[config.mk]
export PLATFORM = sky130hd
export DESIGN_NAME = supply_reset_startup_control
export DESIGN_NICKNAME = d
export VERILOG_FILES = /design/src/core/supply_reset_pkg.sv /design/src/core/supply_reset_startup_control.sv
export SDC_FILE = /design/constraint.sdc
export NUM_CORES = 1
export LEC_CHECK = 0
export BUFFER_PORTS_ARGS = -buffer_cell sky130_fd_sc_hd__clkbuf_2
export CAP_MARGIN = 25
export CORE_MARGIN = 3
export CORE_UTILIZATION = 60
export DETAILED_ROUTE_END_ITERATION = 12
export GPL_ROUTABILITY_DRIVEN = 0
export PLACE_DENSITY = 0.83
export REMOVE_ABC_BUFFERS = 1
export SLEW_MARGIN = 20
export SYNTH_ARGS = -nofsm -noshare
export SYNTH_HDL_FRONTEND = slang
export SYNTH_SLANG_ARGS = --single-unit
[constraint.sdc]
create_clock -name aclk -period 3.5 [get_ports aclk]
set_clock_uncertainty 0.15 [all_clocks]
set_input_delay 0.525 -clock aclk [delete_from_list [all_inputs] [get_ports aclk]]
set_output_delay 0.525 -clock aclk [all_outputs]
set_load 0.02 [all_outputs]
[src/core/supply_reset_pkg.sv]
// Package for the supply, reset and startup controller.
// Assumes a 32-bit AXI4-Lite register bus and a single clock domain.
package supply_reset_pkg;
  // Register byte offsets
  localparam logic [7:0] OFF_MODE = 8'h00;
  localparam logic [7:0] OFF_CAUSE = 8'h04;
  localparam logic [7:0] OFF_STATUS = 8'h08;
  localparam logic [7:0] OFF_MASK = 8'h0c;
  localparam logic [7:0] OFF_TRIM = 8'h10;
  localparam logic [7:0] OFF_SWRST = 8'h14;
  localparam logic [7:0] OFF_LPM = 8'h18;
  // Mode register fields
  localparam int BOD_DIS_BIT = 0;
  localparam int SMON_EN_BIT = 1;
  localparam int SMON_SMPL_BIT = 2;
  localparam int XTAL_EN_BIT = 3;
  localparam int SCLK_SEL_BIT = 4;
  localparam int SMON_TH_LSB = 8;
  localparam int SMON_TH_W = 4;
  localparam int SMON_RATE_LSB = 12;
  localparam int SMON_RATE_W = 4;
  localparam logic [3:0] SMON_RATE_MAX = 4'hb;
  localparam int FRC_SEL_LSB = 16;
  localparam int FRC_SEL_W = 2;
  localparam logic [31:0] MODE_RST = 32'h0000_0000;
  localparam logic [31:0] MODE_WMASK = 32'h0003_ff1f;
  // Fast RC frequency codes
  localparam logic [1:0] FRC_4MHZ = 2'h0;
  localparam logic [1:0] FRC_8MHZ = 2'h1;
  localparam logic [1:0] FRC_12MHZ = 2'h2;
  localparam logic [1:0] FRC_RSVD = 2'h3;
  // Trim fields
  localparam int TRIM_W = 8;
  localparam int TRIM8_LSB = 0;
  localparam int TRIM12_LSB = 8;
  localparam logic [15:0] TRIM_RST = 16'h8080;
  // Software reset key
  localparam logic [31:0] SWRST_KEY = 32'ha500_0001;
  // Status / mask bits
  localparam int EV_W = 4;
  localparam int EV_SMON = 0;
  localparam int EV_BOD = 1;
  localparam int EV_WAKE = 2;
  localparam int EV_PIN = 3;
  localparam logic [1:0] RESP_OKAY = 2'h0;
  localparam logic [1:0] RESP_SLVERR = 2'h2;
  // Reset pulse and startup timing, slow clock cycles at 32 kHz
  localparam int SCLK_HZ = 32000;
  localparam int PIN_PULSE_US = 2000;
  localparam int PIN_PULSE_CYC = (PIN_PULSE_US * SCLK_HZ) / 1000000;
  localparam int STEP_US = 100;
  localparam int STEP_CYC = ((STEP_US * SCLK_HZ) + 999999) / 1000000;
  localparam int NWAKE = 16;

  typedef enum logic [2:0]
  {
    CAUSE_GENERAL = 3'h0,
    CAUSE_WAKEUP = 3'h1,
    CAUSE_WATCHDOG = 3'h2,
    CAUSE_SOFTWARE = 3'h3,
    CAUSE_USER = 3'h4
  } cause_t;

  typedef enum logic [2:0]
  {
    ST_OFF = 3'h0,
    ST_SWITCH = 3'h1,
    ST_REG = 3'h2,
    ST_RUN = 3'h3,
    ST_LOWPWR = 3'h4
  } seq_t;

  typedef struct packed
  {
    logic switch_en;
    logic regulator_en;
    logic core_rst_n;
  } power_ctl_t;
endpackage

[src/core/supply_reset_startup_control.sv]
// Supply, reset and startup controller with an AXI4-Lite register slave.
// Clocked by the 32 kHz slow clock; monitor and pin inputs are asynchronous.
// Functional notes
// - Power-on reset low resets whole chip
// - Brownout detector enabled after reset, disableable
// - Enabled brownout low asserts core reset
// - Supply monitor off by default, 16 thresholds
// - Sampled monitor mode, duty down to 2048
// - Record last reset cause for software
// - Sense and drive shaped reset pin pulse
// - Reset config held in I/O supply domain
// - Runs on slow clock, own power-on reset
// - Slow clock starts on RC, crystal selectable
// - Unused RC oscillator disabled automatically when crystal selected; crystal follows its enable bit
// - Switches, then regulator, then release core reset
// - One low-power mode with wake-up events
// - Sixteen fast-startup sources from wake-up pins
// - Fast RC 4/8/12 MHz, resets to 4
// - Software trim for 8 and 12 MHz
`timescale 1ns/1ps
module supply_reset_startup_control #(
  parameter int PULSE_CYC = supply_reset_pkg::PIN_PULSE_CYC,
  parameter int STEP_CYCLES = supply_reset_pkg::STEP_CYC
)(
  input wire logic aclk,
  input wire logic aresetn,
  input wire logic clk_en,
  input wire logic io_supply_low,
  input wire logic core_supply_low,
  input wire logic smon_below,
  input wire logic watchdog_fault,
  input wire logic [15:0] wakeup_pins,
  input wire logic external_reset_pin_i,
  output logic external_reset_pin_o,
  output logic external_reset_pin_oe,
  output logic chip_rst_n,
  output supply_reset_pkg::power_ctl_t power_ctl,
  output logic smon_en,
  output logic [3:0] smon_threshold,
  output logic bod_en,
  output logic rc_osc_en,
  output logic xtal_osc_en,
  output logic slow_clk_sel,
  output logic [1:0] fast_rc_sel,
  output logic [15:0] fast_rc_trim,
  output logic [15:0] fast_startup_sources,
  output logic irq,
  input wire logic [7:0] s_axi_awaddr,
  input wire logic s_axi_awvalid,
  output logic s_axi_awready,
  input wire logic [31:0] s_axi_wdata,
  input wire logic [3:0] s_axi_wstrb,
  input wire logic s_axi_wvalid,
  output logic s_axi_wready,
  output logic [1:0] s_axi_bresp,
  output logic s_axi_bvalid,
  input wire logic s_axi_bready,
  input wire logic [7:0] s_axi_araddr,
  input wire logic s_axi_arvalid,
  output logic s_axi_arready,
  output logic [31:0] s_axi_rdata,
  output logic [1:0] s_axi_rresp,
  output logic s_axi_rvalid,
  input wire logic s_axi_rready
);

  function automatic logic [31:0] apply_strb(input logic [31:0] old, input logic [31:0] nw,
                                             input logic [3:0] strb);
    logic [31:0] r;
    r = old;
    for (int i = 0; i < 4; i++)
    begin
      if (strb[i])
        r[i*8 +: 8] = nw[i*8 +: 8];
    end
    return r;
  endfunction

  // Two-flop synchronisers for asynchronous inputs
  localparam int NSYNC = 21;
  // Reset pin idles high, so its stages reset high: no false edge after reset
  localparam logic [NSYNC-1:0] SYNC_IDLE = 21'h00_0010;
  logic [NSYNC-1:0] sync1_ff, sync2_ff;
  wire [NSYNC-1:0] async_in = {wakeup_pins, external_reset_pin_i, watchdog_fault,
                               smon_below, core_supply_low, io_supply_low};
  always_ff @(posedge aclk)
  begin
    if (!aresetn)
    begin
      sync1_ff <= SYNC_IDLE;
      sync2_ff <= SYNC_IDLE;
    end
    else if (clk_en)
    begin
      sync1_ff <= async_in;
      sync2_ff <= sync1_ff;
    end
  end
  wire io_low_s = sync2_ff[0];
  wire core_low_s = sync2_ff[1];
  wire smon_below_s = sync2_ff[2];
  wire wdt_s = sync2_ff[3];
  wire pin_low_s = ~sync2_ff[4];
  wire [15:0] wake_s = sync2_ff[20:5];

  // Registers
  logic [31:0] mode_ff, nxt_mode;
  logic [15:0] trim_ff, nxt_trim;
  logic [3:0] status_ff, nxt_status;
  logic [3:0] mask_ff, nxt_mask;
  logic [15:0] wake_en_ff, nxt_wake_en;
  logic lpm_req_ff;
  supply_reset_pkg::cause_t cause_ff, nxt_cause;
  supply_reset_pkg::seq_t seq_ff, nxt_seq;
  logic [15:0] step_cnt_ff;
  logic [15:0] pulse_cnt_ff;
  logic [10:0] smpl_cnt_ff;
  logic pin_drive_ff;
  logic pin_low_d_ff;
  logic sw_rst_ff;

  // AXI handshake state
  logic aw_full_ff, w_full_ff;
  logic [7:0] aw_addr_ff;
  logic [31:0] w_data_ff;
  logic [3:0] w_strb_ff;
  logic bvalid_ff, rvalid_ff;
  logic [1:0] bresp_ff, rresp_ff;
  logic [31:0] rdata_ff;

  wire aw_take = s_axi_awvalid && !aw_full_ff;
  wire w_take = s_axi_wvalid && !w_full_ff;
  wire wr_go = aw_full_ff && w_full_ff && !bvalid_ff;
  wire rd_go = s_axi_arvalid && !rvalid_ff;
  wire wr_mode = wr_go && aw_addr_ff == supply_reset_pkg::OFF_MODE;
  wire wr_mask = wr_go && aw_addr_ff == supply_reset_pkg::OFF_MASK;
  wire wr_trim = wr_go && aw_addr_ff == supply_reset_pkg::OFF_TRIM;
  wire wr_swrst = wr_go && aw_addr_ff == supply_reset_pkg::OFF_SWRST;
  wire wr_lpm = wr_go && aw_addr_ff == supply_reset_pkg::OFF_LPM;
  wire wr_ok = wr_mode | wr_mask | wr_trim | wr_swrst | wr_lpm |
               (wr_go && aw_addr_ff == supply_reset_pkg::OFF_CAUSE) |
               (wr_go && aw_addr_ff == supply_reset_pkg::OFF_STATUS);
  wire rd_status = rd_go && s_axi_araddr == supply_reset_pkg::OFF_STATUS;
  wire [31:0] wr_val = apply_strb(32'h0000_0000, w_data_ff, w_strb_ff);

  // Mode decode
  wire bod_on = ~mode_ff[supply_reset_pkg::BOD_DIS_BIT];
  wire smon_on = mode_ff[supply_reset_pkg::SMON_EN_BIT];
  wire smon_smpl = mode_ff[supply_reset_pkg::SMON_SMPL_BIT];
  wire [3:0] smon_rate = mode_ff[supply_reset_pkg::SMON_RATE_LSB +: supply_reset_pkg::SMON_RATE_W];
  wire xtal_sel = mode_ff[supply_reset_pkg::SCLK_SEL_BIT]
                  && mode_ff[supply_reset_pkg::XTAL_EN_BIT];
  // Sample window: active one cycle of every 2^rate, capped at 2048
  wire [3:0] rate_cap = smon_rate > supply_reset_pkg::SMON_RATE_MAX
                        ? supply_reset_pkg::SMON_RATE_MAX : smon_rate;
  wire [10:0] smpl_mask = 11'((32'h1 << rate_cap) - 32'h1);
  wire smon_active = smon_on && (!smon_smpl || (smpl_cnt_ff & smpl_mask) == 11'h000);
  wire smon_event = smon_active && smon_below_s;
  wire bod_trip = bod_on && core_low_s;
  wire wdt_trip = wdt_s;
  // Own pulse reaches the synchroniser late: ignore the pin until oe drops
  wire pin_fall = pin_low_s && !pin_low_d_ff && !pin_drive_ff && !external_reset_pin_oe;
  wire [15:0] wake_hit = wake_s & wake_en_ff;
  wire wake_ev = seq_ff == supply_reset_pkg::ST_LOWPWR && |wake_hit;
  wire core_reset_req = bod_trip | wdt_trip | sw_rst_ff | pin_fall;
  wire [3:0] events = {pin_fall, wake_ev, bod_trip, smon_event};
  wire step_done = step_cnt_ff >= 16'(STEP_CYCLES - 1);

  always_comb
  begin
    nxt_mode = mode_ff;
    if (wr_mode)
      nxt_mode = apply_strb(mode_ff, w_data_ff, w_strb_ff) & supply_reset_pkg::MODE_WMASK;
    nxt_mask = wr_mask ? wr_val[3:0] : mask_ff;
    nxt_trim = wr_trim ? 16'(apply_strb({16'h0000, trim_ff}, w_data_ff, w_strb_ff))
               : trim_ff;
    nxt_wake_en = wr_lpm ? wr_val[31:16] : wake_en_ff;
    // Set beats the clear on read
    nxt_status = (rd_status ? 4'h0 : status_ff) | events;
    nxt_cause = cause_ff;
    if (seq_ff == supply_reset_pkg::ST_RUN && core_reset_req)
    begin
      if (wdt_trip)
        nxt_cause = supply_reset_pkg::CAUSE_WATCHDOG;
      else if (sw_rst_ff)
        nxt_cause = supply_reset_pkg::CAUSE_SOFTWARE;
      else if (pin_fall)
        nxt_cause = supply_reset_pkg::CAUSE_USER;
      else
        nxt_cause = supply_reset_pkg::CAUSE_GENERAL;
    end
    else if (wake_ev)
      nxt_cause = supply_reset_pkg::CAUSE_WAKEUP;
    nxt_seq = seq_ff;
    case (seq_ff)
      supply_reset_pkg::ST_OFF:
        nxt_seq = supply_reset_pkg::ST_SWITCH;
      supply_reset_pkg::ST_SWITCH:
        nxt_seq = step_done ? supply_reset_pkg::ST_REG : seq_ff;
      supply_reset_pkg::ST_REG:
        nxt_seq = step_done ? supply_reset_pkg::ST_RUN : seq_ff;
      supply_reset_pkg::ST_RUN:
        if (core_reset_req)
          nxt_seq = supply_reset_pkg::ST_REG;
        else if (lpm_req_ff)
          nxt_seq = supply_reset_pkg::ST_LOWPWR;
      supply_reset_pkg::ST_LOWPWR:
        nxt_seq = wake_ev ? supply_reset_pkg::ST_SWITCH : seq_ff;
      default:
        nxt_seq = supply_reset_pkg::ST_OFF;
    endcase
  end

  // Power-on reset of the whole chip and own reset
  wire por_n = aresetn && !io_low_s;

  always_ff @(posedge aclk)
  begin
    if (!por_n)
    begin
      mode_ff <= supply_reset_pkg::MODE_RST;
      trim_ff <= supply_reset_pkg::TRIM_RST;
      cause_ff <= supply_reset_pkg::CAUSE_GENERAL;
      seq_ff <= supply_reset_pkg::ST_OFF;
      status_ff <= '0;
      mask_ff <= '0;
      wake_en_ff <= '0;
      lpm_req_ff <= 1'b0;
      sw_rst_ff <= 1'b0;
      step_cnt_ff <= '0;
      pulse_cnt_ff <= '0;
      pin_drive_ff <= 1'b0;
      pin_low_d_ff <= 1'b0;
      smpl_cnt_ff <= '0;
    end
    else if (clk_en)
    begin
      mode_ff <= nxt_mode;
      trim_ff <= nxt_trim;
      cause_ff <= nxt_cause;
      seq_ff <= nxt_seq;
      status_ff <= nxt_status;
      mask_ff <= nxt_mask;
      wake_en_ff <= nxt_wake_en;
      lpm_req_ff <= wr_lpm ? wr_val[0]
                    : (nxt_seq == supply_reset_pkg::ST_LOWPWR ? 1'b0 : lpm_req_ff);
      sw_rst_ff <= wr_swrst && w_data_ff == supply_reset_pkg::SWRST_KEY;
      step_cnt_ff <= nxt_seq != seq_ff || step_done ? 16'h0000 : step_cnt_ff + 16'h0001;
      pin_low_d_ff <= pin_low_s;
      smpl_cnt_ff <= smpl_cnt_ff + 11'h001;
      // Shaped outgoing pulse on any core reset request while in ST_RUN
      if (seq_ff == supply_reset_pkg::ST_RUN && core_reset_req)
      begin
        pin_drive_ff <= 1'b1;
        pulse_cnt_ff <= 16'(PULSE_CYC);
      end
      else if (pulse_cnt_ff != 16'h0000)
        pulse_cnt_ff <= pulse_cnt_ff - 16'h0001;
      else
        pin_drive_ff <= 1'b0;
    end
  end

  // AXI4-Lite slave
  always_ff @(posedge aclk)
  begin
    if (!aresetn)
    begin
      aw_full_ff <= 1'b0;
      w_full_ff <= 1'b0;
      aw_addr_ff <= '0;
      w_data_ff <= '0;
      w_strb_ff <= '0;
      bvalid_ff <= 1'b0;
      bresp_ff <= supply_reset_pkg::RESP_OKAY;
      rvalid_ff <= 1'b0;
      rresp_ff <= supply_reset_pkg::RESP_OKAY;
      rdata_ff <= '0;
    end
    else if (clk_en)
    begin
      if (aw_take)
      begin
        aw_full_ff <= 1'b1;
        aw_addr_ff <= s_axi_awaddr;
      end
      if (w_take)
      begin
        w_full_ff <= 1'b1;
        w_data_ff <= s_axi_wdata;
        w_strb_ff <= s_axi_wstrb;
      end
      if (wr_go)
      begin
        aw_full_ff <= 1'b0;
        w_full_ff <= 1'b0;
        bvalid_ff <= 1'b1;
        bresp_ff <= wr_ok ? supply_reset_pkg::RESP_OKAY : supply_reset_pkg::RESP_SLVERR;
      end
      else if (s_axi_bready)
        bvalid_ff <= 1'b0;
      if (rd_go)
      begin
        rvalid_ff <= 1'b1;
        rresp_ff <= supply_reset_pkg::RESP_OKAY;
        case (s_axi_araddr)
          supply_reset_pkg::OFF_MODE: rdata_ff <= mode_ff;
          supply_reset_pkg::OFF_CAUSE: rdata_ff <= {29'h0, cause_ff};
          supply_reset_pkg::OFF_STATUS: rdata_ff <= {28'h0, status_ff};
          supply_reset_pkg::OFF_MASK: rdata_ff <= {28'h0, mask_ff};
          supply_reset_pkg::OFF_TRIM: rdata_ff <= {16'h0, trim_ff};
          supply_reset_pkg::OFF_SWRST: rdata_ff <= 32'h0000_0000;
          supply_reset_pkg::OFF_LPM: rdata_ff <= {wake_en_ff, 13'h0, seq_ff};
          default:
          begin
            rdata_ff <= 32'h0000_0000;
            rresp_ff <= supply_reset_pkg::RESP_SLVERR;
          end
        endcase
      end
      else if (s_axi_rready)
        rvalid_ff <= 1'b0;
    end
  end

  // Registered outputs
  always_ff @(posedge aclk)
  begin
    if (!por_n)
    begin
      chip_rst_n <= 1'b0;
      power_ctl <= '0;
      smon_en <= 1'b0;
      smon_threshold <= '0;
      bod_en <= 1'b1;
      rc_osc_en <= 1'b1;
      xtal_osc_en <= 1'b0;
      slow_clk_sel <= 1'b0;
      fast_rc_sel <= supply_reset_pkg::FRC_4MHZ;
      fast_rc_trim <= supply_reset_pkg::TRIM_RST;
      fast_startup_sources <= '0;
      external_reset_pin_o <= 1'b0;
      external_reset_pin_oe <= 1'b0;
      irq <= 1'b0;
    end
    else if (clk_en)
    begin
      chip_rst_n <= 1'b1;
      power_ctl.switch_en <= seq_ff != supply_reset_pkg::ST_OFF;
      power_ctl.regulator_en <= seq_ff == supply_reset_pkg::ST_REG
                                || seq_ff == supply_reset_pkg::ST_RUN;
      power_ctl.core_rst_n <= seq_ff == supply_reset_pkg::ST_RUN && !core_reset_req;
      smon_en <= smon_active;
      smon_threshold <= mode_ff[supply_reset_pkg::SMON_TH_LSB +: supply_reset_pkg::SMON_TH_W];
      bod_en <= bod_on;
      xtal_osc_en <= mode_ff[supply_reset_pkg::XTAL_EN_BIT];
      rc_osc_en <= !xtal_sel;
      slow_clk_sel <= xtal_sel;
      fast_rc_sel <= mode_ff[supply_reset_pkg::FRC_SEL_LSB +: supply_reset_pkg::FRC_SEL_W] ==
                     supply_reset_pkg::FRC_RSVD ? supply_reset_pkg::FRC_4MHZ :
                     mode_ff[supply_reset_pkg::FRC_SEL_LSB +: supply_reset_pkg::FRC_SEL_W];
      fast_rc_trim <= trim_ff;
      fast_startup_sources <= wake_hit;
      external_reset_pin_o <= 1'b0;
      external_reset_pin_oe <= pin_drive_ff;
      irq <= |(status_ff & mask_ff);
    end
  end

  assign s_axi_awready = !aw_full_ff;
  assign s_axi_wready = !w_full_ff;
  assign s_axi_bvalid = bvalid_ff;
  assign s_axi_bresp = bresp_ff;
  assign s_axi_arready = !rvalid_ff;
  assign s_axi_rvalid = rvalid_ff;
  assign s_axi_rresp = rresp_ff;
  assign s_axi_rdata = rdata_ff;
endmodule

# Yosys cells after proc, flatten, opt, wreduce, memory -nomap -nowiden
# Cells that the tools add are included.
# op_classes
addsub,4
order_cmp,2
div,0
n_eq_ne,21
mul,0
bitwise,15
muxes,35
shift,1
reduce_logical,74
# ops
operator,count
32-bit one-hot mux with 6 select lines,1
"8-bit by 5-bit equality test with 1-bit output, second input constant",6
16-bit two-way mux,3
"32-bit equality test, second input constant",1
"8-bit by 4-bit equality test with 1-bit output, second input constant",4
3-bit two-way mux,10
2-bit AND reduction,14
1-bit logical AND,25
"16-bit by 1-bit adder with 16-bit output, second input constant",1
16-bit bitwise AND,1
"8-bit by 3-bit equality test with 1-bit output, second input constant",2
"16-bit by 2-bit greater-or-equal comparator with 1-bit output, second input constant",1
8-bit zero test,2
8-bit two-way mux,2
16-bit nonzero test,1
16-bit OR reduction,1
"16-bit by 1-bit subtractor with 16-bit output, second input constant",1
3-bit one-hot mux with 5 select lines,1
3-bit AND reduction,5
2-bit nonzero test,7
1-bit two-way mux,12
4-bit two-way mux,3
"11-bit by 1-bit adder with 11-bit output, second input constant",1
11-bit bitwise AND,1
21 further kinds,46
# totals
wordCells,196
rom_bits,0
latch_bits,0
output_inout_bits,91
regBits,283
ramBits,0
input_bits,81
mem_count,0

# Logic depth before layout (Yosys ltp)
# Gate-level depths: netlist of the first run.
# depth
ltp_word,10
mapped_depth,10
depth_no_buf,9

# Least setup slack after synthesis of the first run
# OpenSTA, ideal clock, no wires.
# synth_path
path_kind,register -> register
from,register mode_ff[15]
to,register status_ff[0]
arrival_time_ns,2.148
stages_incl_launch_ff,8
slack_ns,1.131
path_cell_list,dfxtp_1 or4_1 ha_1 a21o_1 a32o_1 o41ai_1 nand4_1 a21oi_1
# synth_via
elab_chain_cells,10
# synth_lines
item,line_no,rtl
"start, declared",supply_reset_startup_control.sv:107,"logic [31:0] mode_ff, nxt_mode;"
"start signal, assigned",supply_reset_startup_control.sv:221,mode_ff <= supply_reset_pkg::MODE_RST;
"start signal, assigned",supply_reset_startup_control.sv:238,mode_ff <= nxt_mode;
4-bit > comparator,supply_reset_startup_control.sv:154,wire [3:0] rate_cap = smon_rate > supply_reset_pkg::SMON_RATE_MAX
4-bit two-way mux *,supply_reset_startup_control.sv:155,? supply_reset_pkg::SMON_RATE_MAX : smon_rate;
1-bit by 4-bit left shift with 11-bit output *,supply_reset_startup_control.sv:156,wire [10:0] smpl_mask = 11'((32'h1 << rate_cap) - 32'h1);
11-bit by 1-bit subtractor with 11-bit output *,supply_reset_startup_control.sv:156,
11-bit bitwise AND *,supply_reset_startup_control.sv:157,wire smon_active = smon_on && (!smon_smpl || (smpl_cnt_ff & smpl_mask) == 11'h000);
11-bit zero test *,supply_reset_startup_control.sv:157,
1-bit logical OR *,supply_reset_startup_control.sv:157,
1-bit logical AND *,supply_reset_startup_control.sv:157,
1-bit logical AND *,supply_reset_startup_control.sv:158,wire smon_event = smon_active && smon_below_s;
4-bit bitwise OR *,supply_reset_startup_control.sv:179,nxt_status = (rd_status ? 4'h0 : status_ff) | events;
"end signal, assigned",supply_reset_startup_control.sv:242,status_ff <= nxt_status;
"end, declared",supply_reset_startup_control.sv:109,"logic [3:0] status_ff, nxt_status;"
# Mark *: on every way between the ends. The rest lies on a longest branch, timed or not.
# A chain may end at the register's enable or synchronous reset.

# Worst setup path in the final report of the first run
# layout_path
from,register aw_addr_ff[0]
to,register trim_ff[8]
# layout_via
elab_chain_cells,3
# layout_lines
item,line_no,rtl
"start, declared",supply_reset_startup_control.sv:124,logic [7:0] aw_addr_ff;
"start signal, assigned",supply_reset_startup_control.sv:285,aw_addr_ff <= s_axi_awaddr;
8-bit by 5-bit equality test with 1-bit output,supply_reset_startup_control.sv:137,wire wr_trim = wr_go && aw_addr_ff == supply_reset_pkg::OFF_TRIM;
1-bit logical AND,supply_reset_startup_control.sv:137,
3-bit AND reduction (no line),-,
"end signal, assigned",supply_reset_startup_control.sv:222,trim_ff <= supply_reset_pkg::TRIM_RST;
"end signal, assigned",supply_reset_startup_control.sv:239,trim_ff <= nxt_trim;
"end, declared",supply_reset_startup_control.sv:108,"logic [15:0] trim_ff, nxt_trim;"
# No other way between the ends.

==> reports/summary.txt, run 1 <==
status: completed
switching share of power: 25.79%
hold path cells: 3
Seq cells post-synth: 281
post-synth top area cell: dfxtp_1
1st-pass router iterations: 5
initial core utilization: 61.70%
Clk Latency, worst-skew pair: 530 ps
Hold/Removal Path Class: in2reg
Main synth FF type: dfxtp_1
Core Area: 0.01815 mm2
net load switching power: 0.001886 W
Comb power frac: 12.5%
setup repair bufs after CTS: 0
hpwl dp: 19.46 mm
crit start category: flop
Int Pwr: 0.005427 W
hold slack final: 62.61 ps
CTS tree: yes
Worst Path Arrival: 2990 ps
number of synthesized flops with an enable pin: 0
Hold EP: w_data_ff[25]
Fin. Hold Viols: 0
pin count of the biggest net entering global routing: 133
vias in the first global route: 9,169
commonest non-fill, non-tap cell in the layout: dfxtp_1
port bufs: 168
Die Height: 142.6 um
die width: 142.6 um
DIE AREA: 0.02034 mm2
first-pass GRT wire length: 46.29 mm
DRC viols: 0
post-route antenna net violation count: 0
aggregate global routing overflow: 0
Ys Warns: 0
antenna fix cells: 0
Final #Nets: 1,521
WL final: 29.01 mm
H-Tree Depth: 1
final setup fails: 0
Slew Viols, Final: 0
Hold Crit Start: s_axi_wdata[25]
Mapped Cells: 1,301
PwrDens: 559.3 mW/mm2
origin of the critical flop-to-flop path: aw_addr_ff[0]
max cap viols: 0
Pleak: 5.355 nW
Setup CP Type: reg2reg
synth unique cells: 66
Num CTS Buffers: 28
Crit path required time: 3750 ps
Vias: 9,834
r2r setup slk: 760 ps
synthesis-to-layout area growth: 16.78%
Slew headroom: 40.75%
clock buffer depth: 3
Clk pwr share: 40.2%
Row Count: 49
WL/cell: 17.22 um
Max VDD drop: 0.4300 mV
Synth Cell Area: 0.01120 mm2
CP endpoint kind: flop
I/O pin count: 172
TNS Setup: 0 ps
Crit Path Max Fanout: 8
clk root buf: clkbuf_16
antenna violations before repair: 0
DR vias/cell: 5.836
total track usage: 27.64%
Detailed Route Iter0 Violations: 724
Avg Cell Area, Syn: 8.606 um2
layout cell share with drive strength beyond 1: 16.76%
sequential share of power: 47.2%
Tcrit/Tclk final: 78.32%
Post-synth ARST share: 0%
Final min period: 2741 ps
fmax: 364.8 MHz
RSZ-0062 raised after global routing: no
area share of the leading cell type in the synthesized netlist: 50.24%
Worst R2R End: trim_ff[8]
Reg2Reg Depth: 5
Synth area leaders: dfxtp_1 50%, mux2i_1 8.7%, nand2_1 7.1%
clock slew at reported path FFs: 60 ps
register area share after synthesis: 50.24%
most frequent cells in the layout: 281 x dfxtp_1, 211 x nand2_1, 167 x nor2_1, 167 x clkbuf_2, 131 x a21oi_1
cts repair resizes: 0
Post-CTS Hold Buffers: 0
Worst Tran Pin Value: 888.8 ps
clock sink total: 281
cells in the mapped netlist (all sizes together), types with 5 or more instances:
cell type,instances
a21oi,131
and3,6
nand3,85
nor4b,7
buf,14
clkbuf,69
inv,13
a31oi,6
or3,5
and2,5
nand2b,7
mux2i,97
a22oi,25
xnor2,14
nor3,17
or4,6
nand4,13
nor4,12
dfxtp,281
o21ai,26
xor2,17
nor2,168
nand2,211
final cells by class:
type / instances / area (um2)
clock buffer: 43 / 848.3
clock inverter: 7 / 62.56
fill: 1394 / 5071
inverter: 13 / 50.05
multi-input combinational: 926 / 5209
sequential: 281 / 5625
tap: 229 / 286.5
timing repair buffer: 186 / 994.7
metrics by stage:
stage / power (W) / cells / utilization (%) / cell area (um2) / setup slack (ps)
6_report: 0.007313 / 1685 / 72.06 / 13080 / 758.8
5_1_grt: 0.007573 / 1685 / 72.06 / 13080 / 515.8
4_1_cts: 0.007309 / 1685 / 72.06 / 13080 / 754.8
3_5_place_dp: 0.004409 / 1635 / 67.04 / 12170 / 750.1
3_3_place_gp: 0.004381 / 1635 / 67.04 / 12170 / 858.0
2_1_floorplan: 0.004126 / 1220 / - / 10870 / -10.89
worst max path at each step:
stage / from / end / slack (ps) / depth (start not counted)
6_report: aw_addr_ff[0] / trim_ff[8] / 760 / 5
3_5_place_dp: s_axi_araddr[1] / s_axi_rdata[15] / 750 / 7
2_1_floorplan: aresetn / step_cnt_ff[10] / -10 / 5
3_3_place_gp: s_axi_araddr[1] / s_axi_rdata[13] / 860 / 7
5_1_grt: aw_addr_ff[0] / trim_ff[8] / 520 / 5
4_1_cts: aw_addr_ff[0] / trim_ff[8] / 750 / 5
registers in the layout, indices dropped and copies added, names as in the netlist, 2 cells and up:
signal                cells
aw_addr_ff                8
cause_ff                  3
fast_rc_sel               2
fast_rc_trim             16
fast_startup_sources     16
mask_ff                   4
mode_ff                  15
power_ctl                 3
pulse_cnt_ff             16
s_axi_rdata              32
seq_ff                    3
smon_threshold            4
smpl_cnt_ff              11
status_ff                 4
step_cnt_ff              16
sync1_ff                 21
sync2_ff                 21
trim_ff                  16
w_data_ff                32
w_strb_ff                 4
wake_en_ff               16
critical path: stages (launching register included):
cell     delay (ps)
dfxtp_1         300
or4_1           580
nor4_2          530
nand3_1         580
mux2i_1         390
nor2_1           70
cell families (layout without fill, tap and decap cells):
group | count (synthesis) | count (layout) | share of synthesized area, %
AOI/OAI and AO/OA | 229 | 229 | 12.20
other | 1 | 3 | 0.03349
muxes | 100 | 100 | 8.973
DFF | 281 | 281 | 50.24
xor gates and xnor gates | 31 | 31 | 2.425
and+or+nand+nor | 559 | 559 | 22.23
buffers and inverters | 96 | 249 | 3.453
adders and majority gates | 4 | 4 | 0.4470
routing by layer:
layer,global-route usage [%],routed length [um],vias to the layer above
met3,4.570,2136,73
li1,-,-,4769
met5,0,0,-
met2,44.19,13410,349
met4,9.205,924,0
met1,38.32,12540,4643
power by group through the flow:
stage	registers, W	clock network [W]	logic (W)
global route	0.00347	0.00308	0.00102
detailed placement	0.00352	0	0.000890
CTS	0.00345	0.00295	0.000905
finish	0.00345	0.00294	0.000917
floorplan	0.00349	0	0.000632
global placement	0.00351	0	0.000868
No activity file was read; power rests on OpenSTA's default activity.
==> run 2: changes to the inputs <==
--- a/config.mk
+++ b/config.mk
@@ -8,10 +8,10 @@
 export BUFFER_PORTS_ARGS = -buffer_cell sky130_fd_sc_hd__clkbuf_2
 export CAP_MARGIN = 25
 export CORE_MARGIN = 3
-export CORE_UTILIZATION = 60
+export CORE_UTILIZATION = 51
 export DETAILED_ROUTE_END_ITERATION = 12
 export GPL_ROUTABILITY_DRIVEN = 0
-export PLACE_DENSITY = 0.83
+export PLACE_DENSITY = 0.75
 export REMOVE_ABC_BUFFERS = 1
 export SLEW_MARGIN = 20
 export SYNTH_ARGS = -nofsm -noshare
==> constraint.sdc (replaced) <==
create_clock -name aclk -period 2.4 [get_ports aclk]
set_clock_uncertainty 0.15 [all_clocks]
set_input_delay 0.36 -clock aclk [delete_from_list [all_inputs] [get_ports aclk]]
set_output_delay 0.36 -clock aclk [all_outputs]
set_load 0.02 [all_outputs]
==> run 2 against run 1 <==
Global-route usage shrank 2.3 points; cell count grew 8.7%; clock-buffer cell count shrank 4; critical endpoint is now status_ff[0].
==> reports/summary.txt, run 2 (synthesis results as in run 1) <==
Slew headroom: 47.32%
fin cells: 1,831
aggregate global routing overflow: 0
Die Height: 154.2 um
Vias: 10.32k
M2 GR Usage: 40.95%
Worst R2R End: status_ff[0]
CP endpoint kind: flop
Crit Path Max Fanout: 7
final instance area: 0.01431 mm2
I/O pin count: 172
clk root buf: clkbuf_16
hpwl dp: 19.91 mm
hold slack final: 39.16 ps
WL final: 31.14 mm
Slew Viols, Final: 0
Clk Latency, worst-skew pair: 560 ps
r2r setup slk: 30 ps
post-route antenna net violation count: 0
Post-Place Cell Area: 0.01247 mm2
Final min period: 2373 ps
clock sink total: 281
Max VDD drop: 0.5742 mV
max cap viols: 0
synthesis-to-layout area growth: 27.81%
origin of the critical flop-to-flop path: mode_ff[14]
Placed Instances: 1,705
DR vias/cell: 5.638
Hold/Removal Path Class: in2reg
fmax: 421.3 MHz
most frequent cells in the layout: 280 x dfxtp_1, 210 x nand2_1, 167 x clkbuf_2
Setup CP Type: reg2reg
first-pass GRT wire length: 50.54 mm
Tcrit/Tclk final: 98.89%
WL/cell: 17.01 um
CTS tree: yes
antenna violations before repair: 1
Fillers: 1,694
initial core utilization: 52.60%
Worst Path Arrival: 2710 ps
Row Count: 53
die width: 154.2 um
H-Tree Depth: 1
PwrDens: 795.4 mW/mm2
TNS Setup: 0 ps
Num CTS Buffers: 29
Crit path required time: 2730 ps
crit start category: flop
crit path to: status_ff[0]
GR Layer Usage met3: 4.085%
Final #Nets: 1,618
commonest non-fill, non-tap cell in the layout: dfxtp_1
GRT busiest layer: met2
Critical Path Start: mode_ff[14]
Fin. Hold Viols: 0
clock slew at reported path FFs: 60 ps
vias in the first global route: 9,816
met1 usage: 34.62%
port bufs: 168
Detailed Route Iter0 Violations: 708
RSZ-0062 raised after global routing: yes
Worst Tran Pin Value: 789.3 ps
1st-pass router iterations: 5
Reg2Reg Depth: 7
final setup fails: 0
DIE AREA: 0.02377 mm2
clock buffer depth: 3
layout cell share with drive strength beyond 1: 18.78%
status: completed
pin count of the biggest net entering global routing: 86
Pleak: 5.896 nW
total track usage: 25.34%
Core Area: 0.02129 mm2
DRC viols: 0
run 2: worst min path at each step:
stage / cells after the start / end / startpoint
2_1_floorplan: 1 / sync1_ff[4] / aresetn
6_report: 3 / sync2_ff[4] / aresetn
4_1_cts: 3 / sync2_ff[4] / aresetn
3_5_place_dp: 2 / s_axi_rdata[22] / s_axi_rdata[22]
3_3_place_gp: 2 / s_axi_rdata[17] / s_axi_rdata[17]
5_1_grt: 3 / sync2_ff[4] / aresetn
run 2: cell type report:
type | count | area (um2) | area share [%]
Timing Repair Buffer | 282 | 1951 | 13.63
Sequential cell | 281 | 5627 | 39.32
Antenna cell | 1 | 2.502 | 0.01749
Tap cell | 275 | 344.1 | 2.404
Inverter | 13 | 50.05 | 0.3497
Clock inverter | 14 | 196.4 | 1.373
Clock buffer | 39 | 843.3 | 5.893
Multi-Input combinational cell | 926 | 5298 | 37.02
run 2: report_power, final:
| group | total [W] | switching [W] | internal [W] |
|---|---|---|---|
| Combinational | 0.00155 | 0.000861 | 0.000689 |
| Clock | 0.00479 | 0.00189 | 0.00291 |
| Sequential | 0.00504 | 0.000179 | 0.00486 |
run 2: layer usage:
metal	vias up	share of wire (%)
li1	4968	-
met1	4924	45
met2	349	46
met3	83	5.7
met4	0	3.6
met5	-	0
run 2: critical path: stages (launching register included):
cell and delay (ps):
dfxtp_2 310, or4_4 550, ha_4 200, xor2_1 160, a32o_2 270, o41ai_4 370, nand4_1 150, a21oi_2 150
run 2: metrics by stage:
stage / setup slack, ps / total power [W] / utilization, %
after floorplan: -1048 / 0.006017 / -
after global placement: -87.41 / 0.006434 / 58.56
after detailed placement: -89.70 / 0.006474 / 58.57
after CTS: 11.19 / 0.01134 / 66.75
after global routing: -34.67 / 0.01185 / 67.23
final: 26.59 / 0.01138 / 67.23
run 2: repair_timing:
| action | CTS | global route |
|---|---|---|
| resized for setup | 2 | 16 |
| setup endpoints to repair | 2 | 31 |
| pin swaps | 0 | 11 |
| gates cloned | 0 | 0 |
| endpoints found under the hold margin | 69 | 0 |
| hold buffers | 69 | 0 |
| buffers inserted | 0 | 3 |
==> run 3: changes to the inputs <==
--- a/config.mk
+++ b/config.mk
@@ -5,13 +5,14 @@
 export SDC_FILE = /design/constraint.sdc
 export NUM_CORES = 1
 export LEC_CHECK = 0
-export BUFFER_PORTS_ARGS = -buffer_cell sky130_fd_sc_hd__clkbuf_2
 export CAP_MARGIN = 25
 export CORE_MARGIN = 3
-export CORE_UTILIZATION = 51
+export CORE_UTILIZATION = 59
+export CTS_BUF_LIST = sky130_fd_sc_hd__clkbuf_4
 export DETAILED_ROUTE_END_ITERATION = 12
+export DONT_BUFFER_PORTS = 1
 export GPL_ROUTABILITY_DRIVEN = 0
-export PLACE_DENSITY = 0.75
+export PLACE_DENSITY = 0.77
 export REMOVE_ABC_BUFFERS = 1
 export SLEW_MARGIN = 20
 export SYNTH_ARGS = -nofsm -noshare
==> run 3 against run 2 <==
Combinational power decreased by 3%; largest power group unchanged; non-clock buffer count down 113; final area decreased by 3.6%; register-to-register slack got worse by 20 ps; clock power decreased by 14%; sequential power hardly changed; first-iteration DRC count is 20% higher; wire length rose by 7.0%; clock-buffer cell count rose by 62; critical path depth fell by 1; fmax shrank 0.72%.
==> reports/summary.txt, run 3 (synthesis results as in run 1) <==
status: completed
Hold/Removal Path Class: in2reg
Core Area: 0.01833 mm2
antenna violations before repair: 1
first-pass GRT wire length: 52.67 mm
WL/cell: 19.24 um
Final min period: 2391 ps
port bufs: 0
post-route antenna net violation count: 0
I/O pin count: 172
vias in the first global route: 10.28k
Num CTS Buffers: 72
Max VDD drop: 0.5225 mV
initial core utilization: 61.08%
Tcrit/Tclk final: 99.60%
Slew Viols, Final: 0
Crit Path Max Fanout: 21
Worst Tran Pin Value: 772.0 ps
Row Count: 49
setup repair bufs after CTS: 0
Vias: 10.39k
CP endpoint kind: flop
TNS Setup: 0 ps
Worst Path Arrival: 2840 ps
crit start category: flop
Pleak: 5.361 nW
Slew headroom: 48.40%
Fillers: 1,300
Fin. Hold Viols: 0
Crit path required time: 2850 ps
fmax: 418.3 MHz
DR vias/cell: 5.998
most frequent cells in the layout: 280 x dfxtp_1, 211 x nand2_1, 166 x nor2_1
synthesis-to-layout area growth: 23.25%
PwrDens: 773.8 mW/mm2
fin util: 75.29%
aggregate global routing overflow: 0
Die Height: 143.8 um
max cap viols: 0
Detailed Route Iter0 Violations: 849
total track usage: 31.97%
H-Tree Depth: 3
Clk Latency, worst-skew pair: 700 ps
1st-pass router iterations: 6
clk root buf: clkbuf_4
Setup CP Type: reg2reg
hold slack final: 35.36 ps
DRC viols: 0
CTS tree: yes
final setup fails: 0
commonest non-fill, non-tap cell in the layout: dfxtp_1
hpwl dp: 18.80 mm
RSZ-0062 raised after global routing: yes
layout cell share with drive strength beyond 1: 11.98%
clock slew at reported path FFs: 70 ps
pin count of the biggest net entering global routing: 121
r2r setup slk: 9 ps
WL final: 33.32 mm
Final #Nets: 1,548
DIE AREA: 0.02067 mm2
clock buffer depth: 3
die width: 143.8 um
clock sink total: 281
## run 3: cell count changes in the layout (fill, tap and decap cells not counted), moves of 2 or more
cell | before | now
clkinv_2 | 7 | 1
buf_12 | 6 | 4
clkbuf_4 | 0 | 101
clkbuf_8 | 8 | 0
clkinv_1 | 0 | 7
clkbuf_2 | 167 | 0
dlygate4sd3_1 | 69 | 125
clkbuf_16 | 29 | 0
clkbuf_1 | 2 | 0
## run 3: routing by layer
metal / wire length [um] / vias to the layer above / track usage, %
li1: - / 4863 / -
met1: 13620 / 4927 / 40.51
met2: 15640 / 503 / 50.60
met3: 3061 / 95 / 10.02
met4: 1005 / 0 / 13.73
met5: 0 / - / 0
## run 3: layout make-up
class / instances / area [um2] / share of cell area [%]
Multi-Input combinational cell: 926 / 5298 / 38.39
Antenna cell: 1 / 2.502 / 0.01813
Timing Repair Buffer: 169 / 1652 / 11.97
Clock buffer: 101 / 758.2 / 5.494
Clock inverter: 12 / 127.6 / 0.9248
Inverter: 13 / 50.05 / 0.3626
Sequential cell: 281 / 5627 / 40.77
Tap cell: 229 / 286.5 / 2.076
## run 3: path summary, 6_finish.rpt
path / from / endpoint / depth (start not counted)
setup / recovery: s_axi_rvalid / s_axi_rresp[1] / 6
hold / removal: s_axi_araddr[4] / s_axi_rdata[17] / 4
setup reg to reg: s_axi_rvalid / s_axi_rresp[1] / 6
hold reg to reg: w_data_ff[27] / w_data_ff[27] / 2
## run 3: worst max-delay path: stages (launching register included)
cell           delay, ps
dfxtp_1              470
inv_1                220
nand3_1              260
buf_4                370
a31oi_1               90
dlygate4sd3_1        590
a21oi_1              140
## run 3: power breakdown
part | leakage [nW] | switching (W) | internal (W)
Clock | 0.522 | 0.00190 | 0.00224
Combinational | 2.56 | 0.000843 | 0.000654
Sequential | 2.28 | 0.000190 | 0.00486
## run 3: per-stage QoR
| step | instances | power (W) | setup slack, ps | cell area, um2 |
|---|---|---|---|---|
| 4_1_cts | 1730 | 0.01059 | 31.88 | 13710 |
| 3_3_place_gp | 1492 | 0.006267 | -54.18 | 11540 |
| 2_1_floorplan | 1220 | 0.006017 | -1048 | 10870 |
| 3_5_place_dp | 1492 | 0.006313 | -71.38 | 11540 |
| 5_1_grt | 1732 | 0.01116 | -68.75 | 13800 |
| 6_report | 1732 | 0.01068 | 9.484 | 13800 |
## run 3: timing repair
item                       4_1_cts  5_1_grt
hold endpoints to repair       200        1
hold buffers                   125        1
gates resized for setup          3       17
setup endpoints to repair        2       38
pin swaps                        0        8
